--- src/bsw_pkg.sv ---
// package: register map, field layout and event encodings of the bridge window block
package bsw_pkg;
    localparam int ADDR_W = 8;
    localparam logic [7:0] SEC_STATUS_OFFSET = 8'h1C;
    localparam logic [7:0] MEM_WINDOW_OFFSET = 8'h20;
    localparam logic [7:0] PF_WINDOW_OFFSET = 8'h24;
    localparam logic [7:0] IRQ_STATUS_OFFSET = 8'h40;
    localparam logic [7:0] IRQ_ENABLE_OFFSET = 8'h44;
    localparam logic [7:0] IRQ_CLEAR_OFFSET = 8'h48;
    localparam logic [7:0] MODE_OFFSET = 8'h4C;
    localparam int RX_TABORT_BIT = 28;
    localparam int RX_MABORT_BIT = 29;
    localparam int RX_SERR_BIT = 30;
    localparam int PARITY_BIT = 31;
    localparam int FLAG_LO = 28;
    localparam int FLAG_HI = 31;
    localparam int BASE_LO = 4;
    localparam int BASE_HI = 15;
    localparam int LIMIT_LO = 20;
    localparam int LIMIT_HI = 31;
    localparam int NFLAG = 4;
    localparam logic [19:0] BASE_LOW_FILL = 20'h00000;
    localparam logic [19:0] LIMIT_LOW_FILL = 20'hFFFFF;
    localparam logic [31:0] MEM_WINDOW_RESET = 32'h00000000;
    localparam logic [31:0] PF_WINDOW_RESET = 32'h00000000;
    localparam logic [31:0] WINDOW_MASK = 32'hFFF0FFF0;
    localparam logic [3:0] FLAG_RESET = 4'h0;
    // event input vector positions
    localparam int EV_FWD_TABORT = 0;
    localparam int EV_FWD_SPLIT_TABORT = 1;
    localparam int EV_REV_CA_CPL = 2;
    localparam int EV_FWD_MABORT = 3;
    localparam int EV_REV_UR_CPL = 4;
    localparam int EV_FWD_SERR_OUT = 5;
    localparam int EV_REV_ERR_MSG = 6;
    localparam int EV_FWD_ADDR_PERR = 7;
    localparam int EV_FWD_WR_DPERR = 8;
    localparam int EV_FWD_RD_DPERR = 9;
    localparam int EV_REV_POISON = 10;
    localparam int EV_REV_BAD_ECRC = 11;
    localparam int NEV = 12;
    typedef enum logic [1:0] {
        BSW_IDLE, BSW_ACCESS
    } bsw_apb_state_type;
endpackage

--- src/bsw_flag_bank.sv ---
// sticky flag bank: set by hardware, cleared by write-one, set wins
`timescale 1ns/1ps
module bsw_flag_bank #(
    parameter int WIDTH = 4
) (
    input wire logic pclk,
    input wire logic presetn,
    input wire logic [WIDTH-1:0] set_in,
    input wire logic [WIDTH-1:0] clr_in,
    output logic [WIDTH-1:0] flags
);
    import bsw_pkg::*;
    logic [WIDTH-1:0] flags_ff;
    logic [WIDTH-1:0] nxt_flags;
    genvar g;
    generate
        for (g = 0; g < WIDTH; g++) begin : gen_bit
            assign nxt_flags[g] = set_in[g] | (flags_ff[g] & ~clr_in[g]);
        end
    endgenerate
    always_ff @(posedge pclk or negedge presetn) begin
        if (!presetn) begin
            flags_ff <= WIDTH'(FLAG_RESET);
        end else begin
            flags_ff <= nxt_flags;
        end
    end
    assign flags = flags_ff;
endmodule

--- src/bsw_top.sv ---
// secondary status error flags and non-prefetchable memory window over APB
//
// Functional notes
// - forward: target abort as master sets 28
// - reverse: completer abort completion sets 28
// - forward: master abort as master sets 29
// - reverse: unsupported request completion sets 29
// - forward: driving system error sets 30
// - reverse: fatal/nonfatal error message sets 30
// - forward: address/attribute parity error sets 31
// - forward: write/split target data parity sets 31
// - forward: read master data parity sets 31
// - parity flag ignores parity response enable
// - reverse: poisoned or bad-ECRC TLP sets 31
// - base field 15:4, low bits zero
// - limit field 31:20, low bits ones
// - prefetchable traffic uses separate window register
`timescale 1ns/1ps
module bsw_top (
    input wire logic pclk,
    input wire logic presetn,
    input wire logic psel,
    input wire logic penable,
    input wire logic pwrite,
    input wire logic [bsw_pkg::ADDR_W-1:0] paddr,
    input wire logic [31:0] pwdata,
    output logic [31:0] prdata,
    output logic pready,
    output logic pslverr,
    input wire logic [bsw_pkg::NEV-1:0] event_in,
    input wire logic parity_resp_en,
    input wire logic [31:0] lookup_addr,
    input wire logic lookup_prefetch,
    output logic lookup_hit,
    output logic irq
);
    import bsw_pkg::*;

    logic reverse_mode_ff;
    logic [31:0] mem_window_ff;
    logic [31:0] pf_window_ff;
    logic [NFLAG-1:0] irq_en_ff;
    logic [NFLAG-1:0] irq_stat_ff;
    logic [31:0] prdata_ff;
    logic pready_ff;
    logic pslverr_ff;
    logic lookup_hit_ff;
    logic irq_ff;
    logic [NFLAG-1:0] flag_set;
    logic [NFLAG-1:0] flag_clr;
    logic [NFLAG-1:0] irq_clr;
    logic [NFLAG-1:0] flags;
    logic [31:0] nxt_prdata;
    logic nxt_slverr;
    logic wr_acc;
    logic rd_acc;
    logic [NEV-1:0] ev;

    function automatic logic is_mapped(input logic [ADDR_W-1:0] a);
        is_mapped = (a == SEC_STATUS_OFFSET) || (a == MEM_WINDOW_OFFSET) ||
                    (a == PF_WINDOW_OFFSET) || (a == IRQ_STATUS_OFFSET) ||
                    (a == IRQ_ENABLE_OFFSET) || (a == IRQ_CLEAR_OFFSET) ||
                    (a == MODE_OFFSET);
    endfunction

    function automatic logic in_window(input logic [31:0] win,
                                       input logic [31:0] a);
        logic [31:0] lo;
        logic [31:0] hi;
        lo = {win[BASE_HI:BASE_LO], BASE_LOW_FILL};
        hi = {win[LIMIT_HI:LIMIT_LO], LIMIT_LOW_FILL};
        in_window = (a >= lo) && (a <= hi);
    endfunction

    // event inputs come from secondary bus logic on this clock
    assign ev = event_in;
    assign wr_acc = psel & penable & pwrite;
    assign rd_acc = psel & penable & ~pwrite;

    // per-mode event selection; parity enable deliberately unused
    always_comb begin
        flag_set = '0;
        if (!reverse_mode_ff) begin
            flag_set[RX_TABORT_BIT-FLAG_LO] = ev[EV_FWD_TABORT] |
                ev[EV_FWD_SPLIT_TABORT];
            flag_set[RX_MABORT_BIT-FLAG_LO] = ev[EV_FWD_MABORT];
            flag_set[RX_SERR_BIT-FLAG_LO] = ev[EV_FWD_SERR_OUT];
            flag_set[PARITY_BIT-FLAG_LO] = ev[EV_FWD_ADDR_PERR] |
                ev[EV_FWD_WR_DPERR] |
                ev[EV_FWD_RD_DPERR];
        end else begin
            flag_set[RX_TABORT_BIT-FLAG_LO] = ev[EV_REV_CA_CPL];
            flag_set[RX_MABORT_BIT-FLAG_LO] = ev[EV_REV_UR_CPL];
            flag_set[RX_SERR_BIT-FLAG_LO] = ev[EV_REV_ERR_MSG];
            flag_set[PARITY_BIT-FLAG_LO] = ev[EV_REV_POISON] |
                ev[EV_REV_BAD_ECRC];
        end
    end

    assign flag_clr = (wr_acc && paddr == SEC_STATUS_OFFSET) ?
        pwdata[FLAG_HI:FLAG_LO] : '0;
    assign irq_clr = (wr_acc && paddr == IRQ_CLEAR_OFFSET) ?
        pwdata[NFLAG-1:0] : '0;

    bsw_flag_bank #(.WIDTH(NFLAG)) u_flags (
        .pclk(pclk),
        .presetn(presetn),
        .set_in(flag_set),
        .clr_in(flag_clr),
        .flags(flags)
    );

    // interrupt status mirrors events, own clear register, set wins
    always_ff @(posedge pclk or negedge presetn) begin
        if (!presetn) begin
            irq_stat_ff <= FLAG_RESET;
        end else begin
            irq_stat_ff <= flag_set | (irq_stat_ff & ~irq_clr);
        end
    end

    always_ff @(posedge pclk or negedge presetn) begin
        if (!presetn) begin
            irq_ff <= 1'b0;
        end else begin
            irq_ff <= |((flag_set | (irq_stat_ff & ~irq_clr)) & irq_en_ff);
        end
    end

    // configuration registers
    always_ff @(posedge pclk or negedge presetn) begin
        if (!presetn) begin
            mem_window_ff <= MEM_WINDOW_RESET;
            pf_window_ff <= PF_WINDOW_RESET;
            irq_en_ff <= FLAG_RESET;
            reverse_mode_ff <= 1'b0;
        end else if (wr_acc) begin
            if (paddr == MEM_WINDOW_OFFSET) begin
                mem_window_ff <= pwdata & WINDOW_MASK;
            end
            if (paddr == PF_WINDOW_OFFSET) begin
                pf_window_ff <= pwdata & WINDOW_MASK;
            end
            if (paddr == IRQ_ENABLE_OFFSET) begin
                irq_en_ff <= pwdata[NFLAG-1:0];
            end
            if (paddr == MODE_OFFSET) begin
                reverse_mode_ff <= pwdata[0];
            end
        end
    end

    // read mux
    always_comb begin
        nxt_prdata = '0;
        nxt_slverr = 1'b0;
        if (!is_mapped(paddr)) begin
            nxt_slverr = 1'b1;
        end else if (paddr == SEC_STATUS_OFFSET) begin
            nxt_prdata[FLAG_HI:FLAG_LO] = flags;
        end else if (paddr == MEM_WINDOW_OFFSET) begin
            nxt_prdata = mem_window_ff & WINDOW_MASK;
        end else if (paddr == PF_WINDOW_OFFSET) begin
            nxt_prdata = pf_window_ff;
        end else if (paddr == IRQ_STATUS_OFFSET) begin
            nxt_prdata[NFLAG-1:0] = irq_stat_ff;
        end else if (paddr == IRQ_ENABLE_OFFSET) begin
            nxt_prdata[NFLAG-1:0] = irq_en_ff;
        end else if (paddr == MODE_OFFSET) begin
            nxt_prdata[0] = reverse_mode_ff;
        end
    end

    // zero-wait slave: pready registered from the setup cycle, high in the first access cycle
    always_ff @(posedge pclk or negedge presetn) begin
        if (!presetn) begin
            pready_ff <= 1'b0;
            pslverr_ff <= 1'b0;
            prdata_ff <= '0;
        end else begin
            pready_ff <= psel & ~penable;
            pslverr_ff <= psel & ~penable & nxt_slverr;
            prdata_ff <= (psel & ~penable & ~pwrite) ? nxt_prdata : '0;
        end
    end

    // window lookup: prefetchable traffic checks its own register
    always_ff @(posedge pclk or negedge presetn) begin
        if (!presetn) begin
            lookup_hit_ff <= 1'b0;
        end else begin
            lookup_hit_ff <= lookup_prefetch ?
                in_window(pf_window_ff, lookup_addr) :
                in_window(mem_window_ff, lookup_addr);
        end
    end

    assign prdata = prdata_ff;
    assign pready = pready_ff;
    assign pslverr = pslverr_ff;
    assign lookup_hit = lookup_hit_ff;
    assign irq = irq_ff;

    AST_FWD_TABORT: assert property (
        @(posedge pclk) disable iff (!presetn)
        !reverse_mode_ff && (ev[EV_FWD_TABORT] || ev[EV_FWD_SPLIT_TABORT])
        |=> flags[RX_TABORT_BIT-FLAG_LO])
        else $error("fwd target abort not flagged");
    AST_REV_CA: assert property (
        @(posedge pclk) disable iff (!presetn)
        reverse_mode_ff && ev[EV_REV_CA_CPL]
        |=> flags[RX_TABORT_BIT-FLAG_LO])
        else $error("rev completer abort not flagged");
    AST_FWD_MABORT: assert property (
        @(posedge pclk) disable iff (!presetn)
        !reverse_mode_ff && ev[EV_FWD_MABORT]
        |=> flags[RX_MABORT_BIT-FLAG_LO])
        else $error("fwd master abort not flagged");
    AST_REV_UR: assert property (
        @(posedge pclk) disable iff (!presetn)
        reverse_mode_ff && ev[EV_REV_UR_CPL]
        |=> flags[RX_MABORT_BIT-FLAG_LO])
        else $error("rev UR not flagged");
    AST_FWD_SERR: assert property (
        @(posedge pclk) disable iff (!presetn)
        !reverse_mode_ff && ev[EV_FWD_SERR_OUT]
        |=> flags[RX_SERR_BIT-FLAG_LO])
        else $error("fwd serr not flagged");
    AST_REV_ERRMSG: assert property (
        @(posedge pclk) disable iff (!presetn)
        reverse_mode_ff && ev[EV_REV_ERR_MSG]
        |=> flags[RX_SERR_BIT-FLAG_LO])
        else $error("rev error message not flagged");
    AST_FWD_APERR: assert property (
        @(posedge pclk) disable iff (!presetn)
        !reverse_mode_ff && ev[EV_FWD_ADDR_PERR]
        |=> flags[PARITY_BIT-FLAG_LO])
        else $error("addr parity not flagged");
    AST_FWD_WPERR: assert property (
        @(posedge pclk) disable iff (!presetn)
        !reverse_mode_ff && ev[EV_FWD_WR_DPERR]
        |=> flags[PARITY_BIT-FLAG_LO])
        else $error("write data parity not flagged");
    AST_FWD_RPERR: assert property (
        @(posedge pclk) disable iff (!presetn)
        !reverse_mode_ff && ev[EV_FWD_RD_DPERR]
        |=> flags[PARITY_BIT-FLAG_LO])
        else $error("read data parity not flagged");
    AST_PERR_NOEN: assert property (
        @(posedge pclk) disable iff (!presetn)
        !parity_resp_en && ((!reverse_mode_ff && ev[EV_FWD_WR_DPERR]) ||
        (reverse_mode_ff && ev[EV_REV_POISON]))
        |=> flags[PARITY_BIT-FLAG_LO])
        else $error("parity flag gated by enable");
    AST_REV_POISON: assert property (
        @(posedge pclk) disable iff (!presetn)
        reverse_mode_ff && (ev[EV_REV_POISON] || ev[EV_REV_BAD_ECRC])
        |=> flags[PARITY_BIT-FLAG_LO])
        else $error("poison/ecrc not flagged");
    AST_FWD_IGNORE: assert property (
        @(posedge pclk) disable iff (!presetn)
        !reverse_mode_ff && !flags[RX_TABORT_BIT-FLAG_LO] &&
        !ev[EV_FWD_TABORT] && !ev[EV_FWD_SPLIT_TABORT]
        |=> !flags[RX_TABORT_BIT-FLAG_LO])
        else $error("target abort flag set by wrong event");
    AST_REV_IGNORE: assert property (
        @(posedge pclk) disable iff (!presetn)
        reverse_mode_ff && !flags[PARITY_BIT-FLAG_LO] &&
        !ev[EV_REV_POISON] && !ev[EV_REV_BAD_ECRC]
        |=> !flags[PARITY_BIT-FLAG_LO])
        else $error("parity flag set by wrong event");
    AST_CLR_FLAG: assert property (
        @(posedge pclk) disable iff (!presetn)
        flag_clr[RX_TABORT_BIT-FLAG_LO] && !flag_set[RX_TABORT_BIT-FLAG_LO]
        |=> !flags[RX_TABORT_BIT-FLAG_LO])
        else $error("write one did not clear flag");
    AST_WIN_WRITE: assert property (
        @(posedge pclk) disable iff (!presetn)
        wr_acc && paddr == MEM_WINDOW_OFFSET
        |=> mem_window_ff == ($past(pwdata) & WINDOW_MASK))
        else $error("window write not stored");
    AST_BASE_HIT: assert property (
        @(posedge pclk) disable iff (!presetn)
        !lookup_prefetch && lookup_addr ==
        {mem_window_ff[BASE_HI:BASE_LO], BASE_LOW_FILL} &&
        mem_window_ff[BASE_HI:BASE_LO] <= mem_window_ff[LIMIT_HI:LIMIT_LO]
        |=> lookup_hit)
        else $error("base address not a hit");
    AST_LIMIT_HIT: assert property (
        @(posedge pclk) disable iff (!presetn)
        !lookup_prefetch && lookup_addr ==
        {mem_window_ff[LIMIT_HI:LIMIT_LO], LIMIT_LOW_FILL} &&
        mem_window_ff[BASE_HI:BASE_LO] <= mem_window_ff[LIMIT_HI:LIMIT_LO]
        |=> lookup_hit)
        else $error("limit address not a hit");
    AST_MEM_BELOW: assert property (
        @(posedge pclk) disable iff (!presetn)
        !lookup_prefetch &&
        lookup_addr < {mem_window_ff[BASE_HI:BASE_LO], BASE_LOW_FILL}
        |=> !lookup_hit)
        else $error("address below base is a hit");
    AST_MEM_ABOVE: assert property (
        @(posedge pclk) disable iff (!presetn)
        !lookup_prefetch &&
        lookup_addr > {mem_window_ff[LIMIT_HI:LIMIT_LO], LIMIT_LOW_FILL}
        |=> !lookup_hit)
        else $error("address above limit is a hit");
    AST_PF_SEP: assert property (
        @(posedge pclk) disable iff (!presetn)
        lookup_prefetch &&
        (lookup_addr < {pf_window_ff[BASE_HI:BASE_LO], BASE_LOW_FILL} ||
        lookup_addr > {pf_window_ff[LIMIT_HI:LIMIT_LO], LIMIT_LOW_FILL})
        |=> !lookup_hit)
        else $error("prefetch lookup used wrong window");
    AST_PF_HIT: assert property (
        @(posedge pclk) disable iff (!presetn)
        lookup_prefetch &&
        lookup_addr >= {pf_window_ff[BASE_HI:BASE_LO], BASE_LOW_FILL} &&
        lookup_addr <= {pf_window_ff[LIMIT_HI:LIMIT_LO], LIMIT_LOW_FILL}
        |=> lookup_hit)
        else $error("prefetch window address not a hit");
    AST_RSVD_ZERO: assert property (
        @(posedge pclk) disable iff (!presetn)
        pready && !pslverr && $past(paddr) == MEM_WINDOW_OFFSET
        |-> (prdata & ~WINDOW_MASK) == '0)
        else $error("reserved window bits not zero");
    AST_STATUS_READ: assert property (
        @(posedge pclk) disable iff (!presetn)
        pready && psel && !pwrite && paddr == SEC_STATUS_OFFSET
        |-> prdata[FLAG_HI:FLAG_LO] == $past(flags) &&
        prdata[FLAG_LO-1:0] == '0)
        else $error("status read data wrong");
    AST_PREADY_ONE: assert property (
        @(posedge pclk) disable iff (!presetn)
        pready |=> !pready)
        else $error("pready longer than one cycle");
    AST_SLVERR_PAIR: assert property (
        @(posedge pclk) disable iff (!presetn)
        pslverr |-> pready)
        else $error("pslverr without pready");
    AST_RD_IDLE_ZERO: assert property (
        @(posedge pclk) disable iff (!presetn)
        !pready |-> prdata == '0)
        else $error("read data outside access cycle");
    AST_IRQ_NEEDS_STAT: assert property (
        @(posedge pclk) disable iff (!presetn)
        irq |-> irq_stat_ff != '0)
        else $error("interrupt without status bit");

    COV_FWD_PERR: cover property (@(posedge pclk) disable iff (!presetn)
        !reverse_mode_ff && flag_set[PARITY_BIT-FLAG_LO]);
    COV_REV_TABORT: cover property (@(posedge pclk) disable iff (!presetn)
        reverse_mode_ff && flag_set[RX_TABORT_BIT-FLAG_LO]);
    COV_SET_CLR: cover property (@(posedge pclk) disable iff (!presetn)
        flag_set[RX_MABORT_BIT-FLAG_LO] && flag_clr[RX_MABORT_BIT-FLAG_LO]);
    COV_HIT: cover property (@(posedge pclk) disable iff (!presetn)
        lookup_hit);
    COV_UNMAPPED: cover property (@(posedge pclk) disable iff (!presetn)
        pslverr);
endmodule

--- config.mk ---
export PLATFORM = sky130hd
export DESIGN_NAME = bsw_top
export DESIGN_NICKNAME = d
export VERILOG_FILES = /design/src/bsw_pkg.sv /design/src/bsw_flag_bank.sv /design/src/bsw_top.sv
export SDC_FILE = /design/constraint.sdc
export NUM_CORES = 1
export LEC_CHECK = 0
export ABC_AREA = 1
export BUFFER_PORTS_ARGS = -buffer_cell sky130_fd_sc_hd__buf_2
export CORE_MARGIN = 1.5
export CORE_UTILIZATION = 30
export DETAILED_ROUTE_END_ITERATION = 12
export GPL_ROUTABILITY_DRIVEN = 1
export GPL_TIMING_DRIVEN = 0
export PLACE_DENSITY = 0.55
export REMOVE_ABC_BUFFERS = 1
export SYNTH_ARGS = -nofsm -noshare
export SYNTH_HDL_FRONTEND = slang
export SYNTH_SLANG_ARGS = --single-unit
--- constraint.sdc ---
create_clock -name pclk -period 1.8 [get_ports pclk]
set_clock_uncertainty 0.05 [all_clocks]
set_input_delay 0 -clock pclk [delete_from_list [all_inputs] [get_ports pclk]]
set_output_delay 0 -clock pclk [all_outputs]
set_load 0.02 [all_outputs]
==> impl_results.md <==
* Run status: finished clean
* Final hold vios at 0
* WHS Path Cells at 4
* Synth unique cells at 33
* RR Endpoint: irq$_DFF_PN0_
* Setup slack, reg-to-reg at 150 ps
* Pre-antenna DRT Iters at 4
* Vias per inst at 4.41
* I/O Pins at 127
* Max capacitance violation total at 0
* Required time of the critical path at 2010 ps
* Place WS at -786 ps
* Synth Area in XOR/XNOR at 0%
* CTS buffer count at 9
* Drt drc at 0
* FP Rows at 48
* Top cells by area, synth: dfrtp_1 43%, nand2_1 13%, ha_1 11%
* Share of cells above drive strength 1 at 18.7%
* Clk_lat worst skew at 360 ps
* Die ar. at 18700 sq um
* Crit path max-delay cell type: dlygate4sd3_1
* First-pass GRT wire length at 23000 um
* GR Util All Layers at 16.1%
* Mapped Cells at 684
* Number of flops mapped to enable cells by yosys at 0
* Worst-path clk slew at 70 ps
* Peak VDD IR at 0.412 mV
* Die Span X at 137 um
* Worst-Margin Slew at 989 ps
* WP data arrival at 1850 ps
* CP endpoint kind: flop
* Worst reg2reg path startpoint: reverse_mode_ff$_DFFE_PN0P_
* ANT nets after route at 0
* Placed cell areas at 6120 sq um
* Synth warn at 0
* Initial DRC count at 256
* Power per cell area at 674 nW/um^2
* Seq/Total Area, Yosys at 43.4%
* Critical Path Start Type: flop
* Layout net count at 978
* Reg2reg path depth at 7
* Average cell area after synthesis at 7.85 sq um
* Post-route setup TNS at 0 ps
* Placed cell count at 1008
* PortBufs at 117
* HP Class: input pin to flop
* Setup ws final at 151 ps
* CTS Sinks at 93
* CTS tree: yes
* Crit path max fanout at 6
* Initial antenna violation count at 2
* Routability Congestion at 0.797
* Hold path startpoint: event_in[9]
* Share of the synthesized area in the top cell type at 43.4%
* Hold Path End: u_flags.flags[3]$_DFF_PN0_
* Leakage at 0.00338 uW
* CP Cell Sequence: mux2i_1 -> dlygate4sd3_1 -> nand2_1 -> nand2_1 -> nand2_1 -> inv_1 -> nand2_1
* # setup viols final at 0
* DIE HEIGHT at 137 um
* Area share of and/or/nand/nor cells after synthesis at 22.1%
* Initial core utilization at 30.8%
* Fin cells at 1070
* Synthesized-area fraction occupied by adder cells at 11.2%
* Via count of the routed design at 4721
* Design Area, Final at 6900 sq um
* Wire per inst at 13.3 um
* Clock Tree Buf Depth at 2
* Layout area overhead at 28.6%
* Critical path type: flop to flop
* Tcrit/Tclk final at 91.6%
* Placeable core area at 17400 sq um
* Fin. max-slew vios at 0
* Synth Flop Type: dfrtp_1
* Post-synthesis compound-gate area fraction at 11.9%
* Largest net degree at the start of global routing at 68
* Largest family of logic cells by synthesized area: simple AND/OR/NAND/NOR gates
* GRT overflow at 0
* Root Buffer: clkbuf_16
* Vias in the first global route at 4672
* Synth Register Bits at 93
* CTS H-tree lvls at 3
* Async SR Flop Fraction at 100%
* Worst path max stage delay at 590 ps
* Slew HR at 33.5%
* Post-route minimum period at 1650 ps
* RSZ-0062 raised after global routing: false
* Fmax at 606 MHz
* Synthesized area at 5370 sq um
* Most frequent cell on the critical path: nand2_1
* Detailed placer's ending HPWL at 10300 um
* Yosys top cell by area: dfrtp_1
* Mux cell area share after synthesis at 0.373%
* Most frequent cells in the layout: 187 x nand2_1, 116 x buf_2, 113 x inv_1
* Detailed Route WL at 14200 um
* Commonest non-fill, non-tap cell in the layout: nand2_1
[cell families after synthesis]
group	after synthesis
compound gates	119
other cells	1
buf+inv	136
fa+ha+maj	48
flops	93
simple gates	285
mux	2
[flip-flops by register name, summed over array words and instances (netlist names)]
| name | count |
|---|---|
| prdata | 28 |
| mem_window_ff | 24 |
| pf_window_ff | 24 |
| irq_en_ff | 4 |
| irq_stat_ff | 4 |
| u_flags.flags | 4 |
| irq | 1 |
| lookup_hit | 1 |
| pready | 1 |
| pslverr | 1 |
| reverse_mode_ff | 1 |
[worst max path at each step]
stage                                            from                            end  depth (start not counted)
after detailed placement                     paddr[6]           prdata[13]$_DFF_PN0_                          8
after global routing      reverse_mode_ff$_DFFE_PN0P_                  irq$_DFF_PN0_                          7
after global placement                       paddr[6]  mem_window_ff[22]$_DFFE_PN0P_                          8
final                     reverse_mode_ff$_DFFE_PN0P_                  irq$_DFF_PN0_                          7
after CTS                 reverse_mode_ff$_DFFE_PN0P_                  irq$_DFF_PN0_                          7
after floorplan                              paddr[6]  mem_window_ff[10]$_DFFE_PN0P_                          7
[critical path, delay by kind of cell, from the launching register on]
family	cells	cell delay (ps)
buf+inv	2	630
flops	1	440
simple gates	4	220
mux	1	210
[per-layer routing]
| layer | vias up | GRT usage, % | wire length [um] | part of all wire, % |
|---|---|---|---|---|
| met1 | 2142 | 21.2 | 6740 | 48 |
| met4 | 2 | 4.91 | 178 | 1.3 |
| met3 | 15 | 3.59 | 628 | 4.4 |
| li1 | 2467 | - | - | - |
| met2 | 95 | 26.3 | 6620 | 47 |
| met5 | - | 0 | 13 | 0.092 |
[layout make-up]
| type | count | area [sq um] |
|---|---|---|
| Multi-Input combinational cell | 458 | 2500 |
| Fill cell | 1789 | 10500 |
| Clock buffer | 10 | 239 |
| Tap cell | 225 | 282 |
| Timing Repair Buffer | 163 | 1050 |
| Antenna cell | 1 | 2.50 |
| Sequential cell | 93 | 2330 |
| Inverter | 114 | 429 |
| Clock inverter | 6 | 70.1 |
[what timing repair did]
action | 4_1_cts | 5_1_grt
hold endpoints to repair | 157 | 1
gates resized for setup | 4 | 4
hold buffers | 40 | 1
setup endpoints to repair | 68 | 37
setup buffers | 0 | 5
[power breakdown]
| group | total (uW) | internal [uW] | leakage, uW | switching, uW |
|---|---|---|---|---|
| logic | 525 | 238 | 0.00198 | 287 |
| registers | 2130 | 2110 | 0.00125 | 15.1 |
| clock network | 2000 | 1130 | 0.000153 | 868 |
| total | 4650 | 3480 | 0.00338 | 1170 |
[cells in the mapped netlist, types with 4 or more instances]
cell	instances
a21oi_1	39
and2_1	6
buf_2	7
buf_4	4
buf_6	7
clkbuf_1	4
dfrtp_1	93
ha_1	48
inv_1	113
nand2_1	188
nand3_1	20
nand4_1	7
nor2_1	48
nor3_1	6
o211ai_1	4
o21ai_0	31
o21ai_1	30
o21ai_2	4
o22ai_1	6
[metrics by stage]
| stage | utilization [%] | power, uW | hold WS, ps |
|---|---|---|---|
| detailed placement | 35.1 | 2630 | -96.5 |
| CTS | 39.3 | 4710 | 13.5 |
| finish | 39.6 | 4650 | 5.09 |
| global route | 39.6 | 4870 | 26.3 |
| floorplan | - | 2380 | -346 |
| global placement | 34.9 | 2610 | 153 |
(Power assumes the default switching activity.)
